--- src/cte_pkg.sv ---
// Constants, enumerations and carrier types of the capture trigger evaluator
package cte_pkg;

    // ----------------------------------------------------------------
    // Sizes
    // ----------------------------------------------------------------
    localparam int N_SIG = 8;
    localparam int BUS_W = 8;
    localparam int LEAF_N = 2;
    localparam int LEAF_SZ = 4;
    localparam int PAT_W = 3;

    // ----------------------------------------------------------------
    // Register byte offsets
    // ----------------------------------------------------------------
    localparam logic [5:0] OFS_CTRL = 6'h00;
    localparam logic [5:0] OFS_STATUS = 6'h04;
    localparam logic [5:0] OFS_PATTERN = 6'h08;
    localparam logic [5:0] OFS_BUS_VAL = 6'h0c;
    localparam logic [5:0] OFS_BUS_CARE = 6'h10;
    localparam logic [5:0] OFS_GROUP = 6'h14;
    localparam logic [5:0] OFS_ADV = 6'h18;
    localparam logic [5:0] OFS_TRIG_TIME = 6'h1c;
    localparam logic [5:0] OFS_ELAPSED = 6'h20;

    // ----------------------------------------------------------------
    // Field positions
    // ----------------------------------------------------------------
    localparam int CTRL_START = 0;
    localparam int CTRL_STOP = 1;
    localparam int CTRL_TYPE = 2;
    localparam int CTRL_SQ_DIS = 4;
    localparam int CTRL_REC_DISC = 5;
    localparam int GRP_TOP = 6;
    localparam int ADV_OP = 0;
    localparam int ADV_SEL_REG = 3;
    localparam int ADV_CONST = 8;

    // ----------------------------------------------------------------
    // Reset values
    // ----------------------------------------------------------------
    localparam logic [N_SIG*PAT_W-1:0] PATTERN_RST = 24'h000000;
    localparam logic [BUS_W-1:0] BUS_VAL_RST = 8'h00;
    localparam logic [BUS_W-1:0] BUS_CARE_RST = 8'h00;
    localparam logic [8:0] GROUP_RST = 9'h1b6;
    localparam logic [11:0] ADV_RST = 12'h002;

    // ----------------------------------------------------------------
    // Enumerations
    // ----------------------------------------------------------------
    typedef enum logic [2:0] {
        PAT_IGNORE, PAT_LOW, PAT_HIGH, PAT_FALL, PAT_RISE, PAT_EDGE
    } cte_pat_e;

    typedef enum logic [2:0] {
        GRP_AND, GRP_OR, GRP_NAND, GRP_NOR, GRP_XOR, GRP_XNOR,
        GRP_TRUE, GRP_FALSE
    } cte_grp_e;

    typedef enum logic [2:0] {
        CMP_LT, CMP_LE, CMP_EQ, CMP_NE, CMP_GT, CMP_GE
    } cte_cmp_e;

    typedef enum logic [1:0] {TT_AND, TT_OR, TT_NEST, TT_ADV} cte_ttype_e;
    typedef enum logic [1:0] {SQ_CONT, SQ_INPUT} cte_sq_e;
    typedef enum logic [1:0] {RUN_IDLE, RUN_ACQ, RUN_DONE} cte_run_e;

    // ----------------------------------------------------------------
    // Carriers
    // ----------------------------------------------------------------
    typedef struct packed {
        logic [N_SIG-1:0] sig;
        logic [BUS_W-1:0] bus;
    } cte_sample_s;

    typedef struct packed {
        logic [N_SIG-1:0] sig_hit;
        logic [N_SIG-1:0] sig_used;
        logic bus_hit;
        logic bus_used;
    } cte_match_s;

    typedef struct packed {
        cte_run_e run;
        cte_ttype_e ttype;
        logic sq_dis;
        logic rec_disc;
        logic [N_SIG*PAT_W-1:0] pattern;
        logic [BUS_W-1:0] bus_val;
        logic [BUS_W-1:0] bus_care;
        logic [8:0] group;
        logic [11:0] adv;
        cte_sample_s prev;
        logic [31:0] elapsed;
        logic [31:0] trig_time;
        logic gap;
        logic store;
        logic discont;
        cte_sample_s sample;
        logic ack;
        logic [31:0] dat;
    } cte_state_s;

endpackage : cte_pkg

--- src/cte_match.sv ---
// Per-signal pattern and masked bus pattern matcher
`timescale 1ns/1ps
module cte_match
    import cte_pkg::*;
(
    input wire cte_sample_s cur,
    input wire cte_sample_s prev,
    input wire logic [N_SIG*PAT_W-1:0] pattern,
    input wire logic [BUS_W-1:0] bus_val,
    input wire logic [BUS_W-1:0] bus_care,
    output cte_match_s match
);

    // ----------------------------------------------------------------
    // Single-bit signals
    // ----------------------------------------------------------------
    wire logic [N_SIG-1:0] hit;
    wire logic [N_SIG-1:0] used;
    genvar i;
    generate
        for (i = 0; i < N_SIG; i++) begin : g_sig
            cte_pat_e pat;
            logic c;
            logic p;
            logic h;
            assign pat = cte_pat_e'(pattern[i*PAT_W +: PAT_W]);
            assign c = cur.sig[i];
            assign p = prev.sig[i];
            // Edges compare this sample with the previous cycle's
            always_comb begin
                case (pat)
                    PAT_LOW: h = ~c;
                    PAT_HIGH: h = c;
                    PAT_FALL: h = p & ~c;
                    PAT_RISE: h = ~p & c;
                    PAT_EDGE: h = p ^ c;
                    default: h = 1'b1;
                endcase
            end
            assign hit[i] = h;
            // Unused codes behave as ignored
            assign used[i] = (pat != PAT_IGNORE) && (pat <= PAT_EDGE);
        end
    endgenerate

    // ----------------------------------------------------------------
    // Bus value with don't-care bits
    // ----------------------------------------------------------------
    // One driver for the whole carrier
    assign match = {hit, used, ~|((cur.bus ^ bus_val) & bus_care),
                    |bus_care};

endmodule : cte_match

--- src/cte_top.sv ---
// Trigger evaluator and storage qualifier of an embedded logic analyzer
// Summary of operation
// - Each signal: ignore, low, high, fall, rise, either edge
// - Bus compared to value, don't-care bits excluded
// - Basic AND fires when all matches hold
// - Leaf groups evaluate first, results feed parent
// - Constant TRUE group gives one
// - Constant FALSE group gives zero
// - Group function: AND OR NAND NOR XOR XNOR constants
// - Plain AND/OR only on bottom-level groups
// - Stored sample after a pause is tagged
// - Run-time disable bypasses storage qualifier
// - Qualifier type fixed at build time
// - Advanced compare: lt le eq ne gt ge
// - Sample continuously; trigger stops capture and holds
// - Elapsed time from start to trigger kept
// - Trigger evaluated every cycle while acquiring
// - Qualifier never affects the trigger result
`timescale 1ns/1ps
module cte_top
    import cte_pkg::*;
#(
    parameter cte_sq_e SQ_TYPE = SQ_INPUT
) (
    input wire logic REF_CLK,
    input wire logic RESET_N,
    input wire logic WB_CYC_I,
    input wire logic WB_STB_I,
    input wire logic WB_WE_I,
    input wire logic [5:0] WB_ADR_I,
    input wire logic [3:0] WB_SEL_I,
    input wire logic [31:0] WB_DAT_I,
    output logic WB_ACK_O,
    output logic [31:0] WB_DAT_O,
    input wire logic [N_SIG-1:0] MON_SIG,
    input wire logic [BUS_W-1:0] MON_BUS,
    input wire logic [BUS_W-1:0] MON_BUS_B,
    input wire logic SQ_IN,
    output logic CAPTURE_EN,
    output cte_sample_s CAPTURE_DATA,
    output logic DISCONT,
    output logic RUNNING,
    output logic TRIGGERED
);

    // ----------------------------------------------------------------
    // Functions
    // ----------------------------------------------------------------
    // Reduction over the members selected by mask
    function automatic logic grp_eval(
        input logic [2:0] fn,
        input logic [LEAF_SZ-1:0] bits,
        input logic [LEAF_SZ-1:0] mask
    );
        logic a;
        logic o;
        logic x;
        a = &(bits | ~mask);
        o = |(bits & mask);
        x = ^(bits & mask);
        case (cte_grp_e'(fn))
            GRP_AND: grp_eval = a;
            GRP_OR: grp_eval = o;
            GRP_NAND: grp_eval = ~a;
            GRP_NOR: grp_eval = ~o;
            GRP_XOR: grp_eval = x;
            GRP_XNOR: grp_eval = ~x;
            GRP_TRUE: grp_eval = 1'b1;
            default: grp_eval = 1'b0;
        endcase
    endfunction : grp_eval

    function automatic logic compare(
        input logic [2:0] op,
        input logic [BUS_W-1:0] a,
        input logic [BUS_W-1:0] b
    );
        case (cte_cmp_e'(op))
            CMP_LT: compare = a < b;
            CMP_LE: compare = a <= b;
            CMP_EQ: compare = a == b;
            CMP_NE: compare = a != b;
            CMP_GT: compare = a > b;
            CMP_GE: compare = a >= b;
            default: compare = 1'b0;
        endcase
    endfunction : compare

    // Byte-lane write merge
    function automatic logic [31:0] merge(
        input logic [31:0] old,
        input logic [31:0] wr,
        input logic [3:0] sel
    );
        merge = old;
        for (int b = 0; b < 4; b++) begin
            if (sel[b]) begin
                merge[b*8 +: 8] = wr[b*8 +: 8];
            end
        end
    endfunction : merge

    // ----------------------------------------------------------------
    // State
    // ----------------------------------------------------------------
    cte_state_s s_reg;
    cte_state_s s_next;
    cte_sample_s cur;
    cte_match_s m;
    wire logic [LEAF_N-1:0] leaf;
    logic fire;
    logic store_now;
    logic bus_req;
    logic bus_wr;
    logic [31:0] wv;
    logic [31:0] rd;

    assign cur = {MON_SIG, MON_BUS};

    cte_match u_match (
        .cur(cur),
        .prev(s_reg.prev),
        .pattern(s_reg.pattern),
        .bus_val(s_reg.bus_val),
        .bus_care(s_reg.bus_care),
        .match(m)
    );

    // ----------------------------------------------------------------
    // Trigger condition
    // ----------------------------------------------------------------
    genvar g;
    generate
        for (g = 0; g < LEAF_N; g++) begin : g_leaf
            // Leaf groups reduce their own signal matches first
            assign leaf[g] = grp_eval(s_reg.group[g*3 +: 3],
                                      m.sig_hit[g*LEAF_SZ +: LEAF_SZ],
                                      m.sig_used[g*LEAF_SZ +: LEAF_SZ]);
        end
    endgenerate

    // Only trigger settings and samples feed this; store_now never does
    always_comb begin
        case (s_reg.ttype)
            TT_AND: fire = (&m.sig_hit) & m.bus_hit;
            TT_OR: fire = |(m.sig_hit & m.sig_used) |
                          (m.bus_hit & m.bus_used);
            TT_NEST: fire = grp_eval(s_reg.group[GRP_TOP +: 3],
                                     {{(LEAF_SZ-LEAF_N){1'b0}}, leaf},
                                     {{(LEAF_SZ-LEAF_N){1'b0}},
                                      {LEAF_N{1'b1}}});
            default: fire = compare(s_reg.adv[ADV_OP +: 3], MON_BUS,
                                    s_reg.adv[ADV_SEL_REG] ?
                                    BUS_W'(s_reg.adv[11:ADV_CONST]) :
                                    MON_BUS_B);
        endcase
    end

    // Qualifier type is fixed; only the disable bit changes at run time
    assign store_now = s_reg.sq_dis || (SQ_TYPE == SQ_CONT) ||
                       SQ_IN;

    // ----------------------------------------------------------------
    // Register bus
    // ----------------------------------------------------------------
    assign bus_req = WB_CYC_I & WB_STB_I;
    // A write lands at the edge where the master sees ack high
    assign bus_wr = bus_req & WB_WE_I & s_reg.ack;

    always_comb begin
        rd = 32'h0000_0000;
        if ({WB_ADR_I[5:2], 2'b00} == OFS_CTRL) begin
            rd[CTRL_TYPE +: 2] = s_reg.ttype;
            rd[CTRL_SQ_DIS] = s_reg.sq_dis;
            rd[CTRL_REC_DISC] = s_reg.rec_disc;
        end else if ({WB_ADR_I[5:2], 2'b00} == OFS_STATUS) begin
            rd[1:0] = s_reg.run;
            rd[2] = s_reg.gap;
            rd[4:3] = SQ_TYPE;
        end else if ({WB_ADR_I[5:2], 2'b00} == OFS_PATTERN) begin
            rd[N_SIG*PAT_W-1:0] = s_reg.pattern;
        end else if ({WB_ADR_I[5:2], 2'b00} == OFS_BUS_VAL) begin
            rd[BUS_W-1:0] = s_reg.bus_val;
        end else if ({WB_ADR_I[5:2], 2'b00} == OFS_BUS_CARE) begin
            rd[BUS_W-1:0] = s_reg.bus_care;
        end else if ({WB_ADR_I[5:2], 2'b00} == OFS_GROUP) begin
            rd[8:0] = s_reg.group;
        end else if ({WB_ADR_I[5:2], 2'b00} == OFS_ADV) begin
            rd[11:0] = s_reg.adv;
        end else if ({WB_ADR_I[5:2], 2'b00} == OFS_TRIG_TIME) begin
            rd = s_reg.trig_time;
        end else if ({WB_ADR_I[5:2], 2'b00} == OFS_ELAPSED) begin
            rd = s_reg.elapsed;
        end
    end

    // ----------------------------------------------------------------
    // Next state
    // ----------------------------------------------------------------
    always_comb begin
        s_next = s_reg;
        wv = 32'h0000_0000;
        s_next.store = 1'b0;
        s_next.discont = 1'b0;
        s_next.prev = cur;
        s_next.ack = bus_req & ~s_reg.ack;
        if (bus_req & ~s_reg.ack) begin
            s_next.dat = rd;
        end

        // Acquisition: every cycle is examined, stored or not
        if (s_reg.run == RUN_ACQ) begin
            if (s_reg.elapsed != 32'hffff_ffff) begin
                s_next.elapsed = s_reg.elapsed + 32'h0000_0001;
            end
            if (store_now) begin
                s_next.store = 1'b1;
                s_next.sample = cur;
                s_next.discont = s_reg.rec_disc & s_reg.gap;
                s_next.gap = 1'b0;
            end else begin
                s_next.gap = 1'b1;
            end
            if (fire) begin
                // Trigger sample is kept only if store_now is set, then capture freezes
                s_next.run = RUN_DONE;
                s_next.trig_time = s_reg.elapsed;
            end
        end

        // Software writes; a stop or restart overrides a trigger
        if (bus_wr) begin
            if ({WB_ADR_I[5:2], 2'b00} == OFS_CTRL) begin
                wv = merge({26'h0, s_reg.rec_disc, s_reg.sq_dis,
                            s_reg.ttype, 2'b00}, WB_DAT_I, WB_SEL_I);
                s_next.ttype = cte_ttype_e'(wv[CTRL_TYPE +: 2]);
                s_next.sq_dis = wv[CTRL_SQ_DIS];
                s_next.rec_disc = wv[CTRL_REC_DISC];
                if (wv[CTRL_STOP]) begin
                    s_next.run = RUN_IDLE;
                end else if (wv[CTRL_START]) begin
                    s_next.run = RUN_ACQ;
                    s_next.elapsed = 32'h0000_0000;
                    s_next.gap = 1'b0;
                end
            end else if ({WB_ADR_I[5:2], 2'b00} == OFS_PATTERN) begin
                wv = merge({8'h00, s_reg.pattern}, WB_DAT_I, WB_SEL_I);
                s_next.pattern = wv[N_SIG*PAT_W-1:0];
            end else if ({WB_ADR_I[5:2], 2'b00} == OFS_BUS_VAL) begin
                wv = merge({24'h0, s_reg.bus_val}, WB_DAT_I, WB_SEL_I);
                s_next.bus_val = wv[BUS_W-1:0];
            end else if ({WB_ADR_I[5:2], 2'b00} == OFS_BUS_CARE) begin
                wv = merge({24'h0, s_reg.bus_care}, WB_DAT_I, WB_SEL_I);
                s_next.bus_care = wv[BUS_W-1:0];
            end else if ({WB_ADR_I[5:2], 2'b00} == OFS_GROUP) begin
                wv = merge({23'h0, s_reg.group}, WB_DAT_I, WB_SEL_I);
                s_next.group[GRP_TOP-1:0] = wv[GRP_TOP-1:0];
                // Parent group refuses plain AND/OR and keeps its value
                if (wv[GRP_TOP +: 3] != GRP_AND &&
                    wv[GRP_TOP +: 3] != GRP_OR) begin
                    s_next.group[GRP_TOP +: 3] = wv[GRP_TOP +: 3];
                end
            end else if ({WB_ADR_I[5:2], 2'b00} == OFS_ADV) begin
                wv = merge({20'h0, s_reg.adv}, WB_DAT_I, WB_SEL_I);
                s_next.adv = wv[11:0];
            end
        end
    end

    // ----------------------------------------------------------------
    // State register
    // ----------------------------------------------------------------
    always_ff @(posedge REF_CLK) begin
        if (!RESET_N) begin
            s_reg.run <= RUN_IDLE;
            s_reg.ttype <= TT_AND;
            s_reg.sq_dis <= 1'b0;
            s_reg.rec_disc <= 1'b0;
            s_reg.pattern <= PATTERN_RST;
            s_reg.bus_val <= BUS_VAL_RST;
            s_reg.bus_care <= BUS_CARE_RST;
            s_reg.group <= GROUP_RST;
            s_reg.adv <= ADV_RST;
            s_reg.prev <= '0;
            s_reg.elapsed <= 32'h0000_0000;
            s_reg.trig_time <= 32'h0000_0000;
            s_reg.gap <= 1'b0;
            s_reg.store <= 1'b0;
            s_reg.discont <= 1'b0;
            s_reg.sample <= '0;
            s_reg.ack <= 1'b0;
            s_reg.dat <= 32'h0000_0000;
        end else begin
            s_reg <= s_next;
        end
    end

    // ----------------------------------------------------------------
    // Outputs
    // ----------------------------------------------------------------
    assign WB_ACK_O = s_reg.ack;
    assign WB_DAT_O = s_reg.dat;
    assign CAPTURE_EN = s_reg.store;
    assign CAPTURE_DATA = s_reg.sample;
    assign DISCONT = s_reg.discont;
    assign RUNNING = (s_reg.run == RUN_ACQ);
    assign TRIGGERED = (s_reg.run == RUN_DONE);

endmodule : cte_top

--- config.mk ---
export PLATFORM = sky130hd
export DESIGN_NAME = cte_top
export DESIGN_NICKNAME = d
export VERILOG_FILES = /design/src/cte_pkg.sv /design/src/cte_match.sv /design/src/cte_top.sv
export SDC_FILE = /design/constraint.sdc
export NUM_CORES = 1
export LEC_CHECK = 0
export ABC_AREA = 1
export BUFFER_PORTS_ARGS = -buffer_cell sky130_fd_sc_hd__buf_2
export CORE_ASPECT_RATIO = 1.4
export CORE_MARGIN = 2
export CORE_UTILIZATION = 45
export DETAILED_ROUTE_END_ITERATION = 7
export PLACE_DENSITY_LB_ADDON = 0.05
export SYNTH_ARGS = -nofsm -noshare
export SYNTH_HDL_FRONTEND = slang
export SYNTH_HIERARCHICAL = 1
export SYNTH_SLANG_ARGS = --single-unit
--- constraint.sdc ---
create_clock -name REF_CLK -period 8.7 [get_ports REF_CLK]
set_input_delay 0 -clock REF_CLK [delete_from_list [all_inputs] [get_ports REF_CLK]]
set_output_delay 0 -clock REF_CLK [all_outputs]
set_load 0.02 [all_outputs]
======== Yosys cells after proc, flatten, opt, wreduce, memory -nomap -nowiden ========
Cells that the tools add are included.
operators by class
  muxes and demuxes ....................... 103
  $add $sub $neg .......................... 1
  order comparisons ....................... 12
  eq/ne operators ......................... 81
  bitwise operators ....................... 72
  reduce and logical (&&, ||, !) cells .... 53
operator list
  cell                     number
  $mux W32                 15
  $mux W8                  19
  $mux W12                 9
  $mux W24                 4
  $mux W83                 1
  $eq A3 B3 Y1 const B     27
  $eq A3 B2 Y1 const B     24
  $mux W67                 1
  $mux W9                  7
  $mux W61                 1
  $pmux W1 S5              8
  $mux W37                 1
  $eq A3 B1 Y1 const B     12
  $add A32 B1 Y32 const B  1
  $ne A32 B32 Y1 const B   1
  $not A1 Y1               31
  $mux W29                 1
  $mux W27                 1
  $reduce_bool A3 Y1       9
  $mux W26                 1
  $le A3 B3 Y1 const B     8
  $mux W6                  4
  $reduce_and A8 Y1        3
  $reduce_or A8 Y1         3
  50 further kinds         130
storage, ports and cells
  word-level logic and storage cells ...... 345
  input bits .............................. 72
  flip-flop bits (word level) ............. 191
  output and inout port bits .............. 53

======== Depth between registers and ports, before layout ========
  depth after elaboration ................. 28
  depth in mapped cells ................... 30
  depth with buffers taken out ............ 28

======== By module ========
Netlist, hierarchy kept.
modules (own cells, without submodules)
  module     area each (um^2)  cells each  sequential area each (um^2)  instances
  cte_top    9985.8            1365        3983.8                       1
  cte_match  1188.6            233         0.0                          1

======== Worst setup path before layout ========
OpenSTA, ideal clock, no wires.
  path type ............................... register to register
  start ................................... register, netlist name s_reg[188]
  end ..................................... register s_reg[83] in the netlist's numbering
  buffers on the path ..................... 2
  slack ................................... 5.451 ns
  period minus slack after synthesis ...... 3.249 ns
  library setup time ...................... 0.070 ns
  data required time ...................... 8.630 ns
  data arrival time ....................... 3.179 ns
  stages on the path, launching flop included .. 27
  cells stage by stage .................... dfxtp_1 > ha_1 > inv_1 > nand2_1 > nand2_1 > nor2_2 > nand2_1 > buf_4 > nand2_1 > ha_1 > xor2_1 > nand4_1 > o41ai_1 > a21oi_1 > nand3_1 > inv_1 > ha_1 > o21ai_0 > o2111ai_1 > nand4_1 > o21ai_0 > nor2_1 > nand2_1 > nand2_2 > buf_6 > nand2_1 > a21oi_1
between the ends
  elaborated cells on any way between the ends .. 33
  those cells by class .................... order compare: 1; eq/ne: 5; mux: 4; bitwise: 12; reduce/logical: 11
RTL lines
  what                                                  line                                         RTL
  $eq A3 B3 Y1 (tied with other cells)                  cte_match.sv:31                              case (pat)
  $pmux W1 S5 (*)                                       cte_match.sv:31
  via u_match.g_sig[6].h                                cte_match.sv:25                              logic h;
  $and A4 B4 Y4 / $or A4 B4 Y4 (equally long branches)  cte_top.sv:59, cte_top.sv:60, cte_top.sv:58
  $reduce_xor A4 Y1 (tied with other cells)             cte_top.sv:60                                x = ^(bits & mask);
  $not A1 Y1, on equally long branches                  cte_top.sv:67, cte_top.sv:64, cte_top.sv:65
  $pmux W1 S7                                           cte_top.sv:61                                case (cte_grp_e'(fn))
  $reduce_xor A4 Y1 (tied with other cells)             cte_top.sv:60
  $not A1 Y1, on equally long branches                  cte_top.sv:67, cte_top.sv:64, cte_top.sv:65
  $pmux W1 S7                                           cte_top.sv:61
  $pmux W1 S3 (*)                                       cte_top.sv:144                               case (s_reg.ttype)
  $reduce_and A2 Y1 (no line) (*)                       n/a
  end signal, assigned                                  cte_top.sv:294                               s_reg <= s_next;
  end, declared                                         cte_top.sv:106                               cte_state_s s_reg;
Mark *: on every way through the listed nets, which the timed path passes. The rest lies on a longest branch.
A chain may end at the register's enable or synchronous reset.

==> impl_metrics.csv <==
group,metric,value,unit
status,outcome,"complete, no violations",
setup_path,r2r_slack,4.30,ns
cells_and_area,multi_input_area,5730,um2
cells_and_area,largest_reg_flops,140,
clocking,clock_sinks,191,
sta,slew_headroom,33.5,%
floorplan,rows,67,
cells_and_area,num_antenna_cells,0,
clocking,cts-htree-levels,4,
synth,synth_area,11000,um2
sta,finalClockSkew,0.0139,ns
power,p_leak,0.00491,uW
floorplan,start_util,45.7,%
floorplan,coreArea,24000,um2
setup_path,end_kind,"flip-flop",
drt,via_count,10300,
setup_path,crit_type,"reg -> reg",
sta,setup_tns,0,ns
clocking,path_clk_slew,0.07,ns
grt,antenna_found_initial,0,
sta,setup_viol,0,
setup_path,cp.arrival,4.70,ns
setup_path,cp_top_family,"simple AND/OR/NAND/NOR gates",
drt,drt_first_pass_iters,6,
clocking,ctsLongestPathBuffers,2,
cells_and_area,final_util,51.0,%
run,drv_cap,0,
setup_path,crit_required,9.00,ns
drt,drt-initial-drc-count,697,
setup_path,cp_num_buf_inv,3,
clocking,post_cts_buffers,0,
grt,grt_max_degree,74,
cells_and_area,layout_commonest_cell,"nand2_1",
cells_and_area,fill_cells,2567,
sta,worst_slew_pin_slew,0.994,ns
setup_path,crit_top_cell,"nand2_1",
grt,track_usage,27.6,%
drt,wl_per_cell,17.6,um
setup_path,max_stage_delay,0.52,ns
sta,grt_setup_unrepaired,"false",
floorplan,fp.dieArea,25600,um2
floorplan,die_h,189,um
setup_path,rr_startpoint,"s_reg[188]",
sta,period_share,50.6,%
grt,overflow,0,
sta,report.final.slew_viol_count,0,
cells_and_area,drive_gt1_share,13.8,%
setup_path,critPathMaxFanout,34,
clocking,cts_inserted_buffers,17,
power,vdd_ir_drop_max,144,uV
synth,synthCells,1574,
synth,synth.avg_cell_area,6.96,um2
synth,syn_nets,1680,
cells_and_area,areaGrowthSynthToFinish,11.7,%
cells_and_area,final_cell_mix,"nand2_1 (343), dfxtp_1 (191), nor2_1 (166), inv_1 (158), o21ai_0 (119)",
drt,ant_nets,0,
floorplan,pin_count,125,
drt,remaining_drc_errors,0,
clocking,clk_latency,0.44,ns
drt,drt_wl_total,34700,um
hold_path,holdCritPathClass,"in -> reg",
setup_path,regToRegEndpoint,"s_reg[81]",
cells_and_area,regArea,3820,um2
power,powerDensity,143,nW/um2
setup_path,cpMaxStageDelayCell,"nand2_2",
sta,fmax,0.227,GHz
clocking,cts_tree,"done",
setup_path,critPathCapture,"s_reg[81]",
cells_and_area,fin_nets,1749,
setup_path,critical_path_depth,26,
sta,finalHoldViolations,0,
setup_path,cp-start-kind,"flip-flop",
clocking,cts-root-buf,"clkbuf_16",
setup_path,startpoint,"s_reg[188]",
placement,port_buffers,113,
setup_path,rr_worst_depth,26,
drt,viasPerCell,5.25,
sta,period_needed,4.40,ns
synth,ys.warnings.count,6,
grt,grt_pass1_wl,54300,um
grt,grt_pass1_vias,9716,
floorplan,die_w,136,um
placement,gp_congestion,0.940,
placement,hpwl,25600,um
-- power breakdown --
part	leakage [uW]	switching, uW	total, uW	internal (uW)
logic	0.00311	84.9	130	44.8
clock network	0.000263	348	744	397
registers	0.00154	2.30	880	878
-- cell type report --
class / instances / share of cell area, %
tap: 310 / 3.17
multi-input combinational: 1088 / 46.9
timing repair buffer: 164 / 8.61
inverter: 181 / 5.60
sequential: 191 / 31.3
clock inverter: 8 / 0.450
clock buffer: 24 / 4.02
-- through the flow --
stage	hold slack [ns]	total power (uW)	std cells	worst slack, ns	instance area [um2]
floorplan	0.0935	968	1574	5.45	11000
global placement	0.232	1020	1892	4.40	11300
detailed placement	0.232	1020	1892	4.29	11300
CTS	0.00134	1770	1966	4.27	12200
global route	0.0261	1820	1966	3.77	12200
finish	0.0190	1750	1966	4.30	12200
-- worst min path at each step --
| stage | startpoint | end | slack [ns] | cells past startpoint |
|---|---|---|---|---|
| CTS | WB_DAT_I[2] | s_reg[163] | 0.001 | 3 |
| global placement | WB_DAT_I[15] | s_reg[184] | 0.23 | 3 |
| finish | WB_SEL_I[1] | s_reg[152] | 0.02 | 5 |
| detailed placement | WB_DAT_I[12] | s_reg[181] | 0.23 | 3 |
| global route | WB_DAT_I[2] | s_reg[146] | 0.03 | 3 |
| floorplan | MON_SIG[0] | s_reg[124] | 0.09 | 2 |
-- tightest hold or removal path: cells and delay by family --
family          cells  cell delay, ns
compound gates      2            0.18
simple gates        2            0.12
buf+inv             1            0.12
-- what timing repair did --
action                    CTS  global route
gates resized for setup     0             0
hold buffers               42             0
hold endpoints to repair   69             0
-- layer usage --
metal	routed length, um	vias up	GRT usage, %	part of all wire, %
met5	0	-	0	0
met1	14300	4769	32.5	41
met3	1150	54	3.15	3.3
met2	18200	219	50.6	52
met4	1050	0	10.3	3.0
li1	-	5282	-	-
Power figures use the tool's default switching activity.
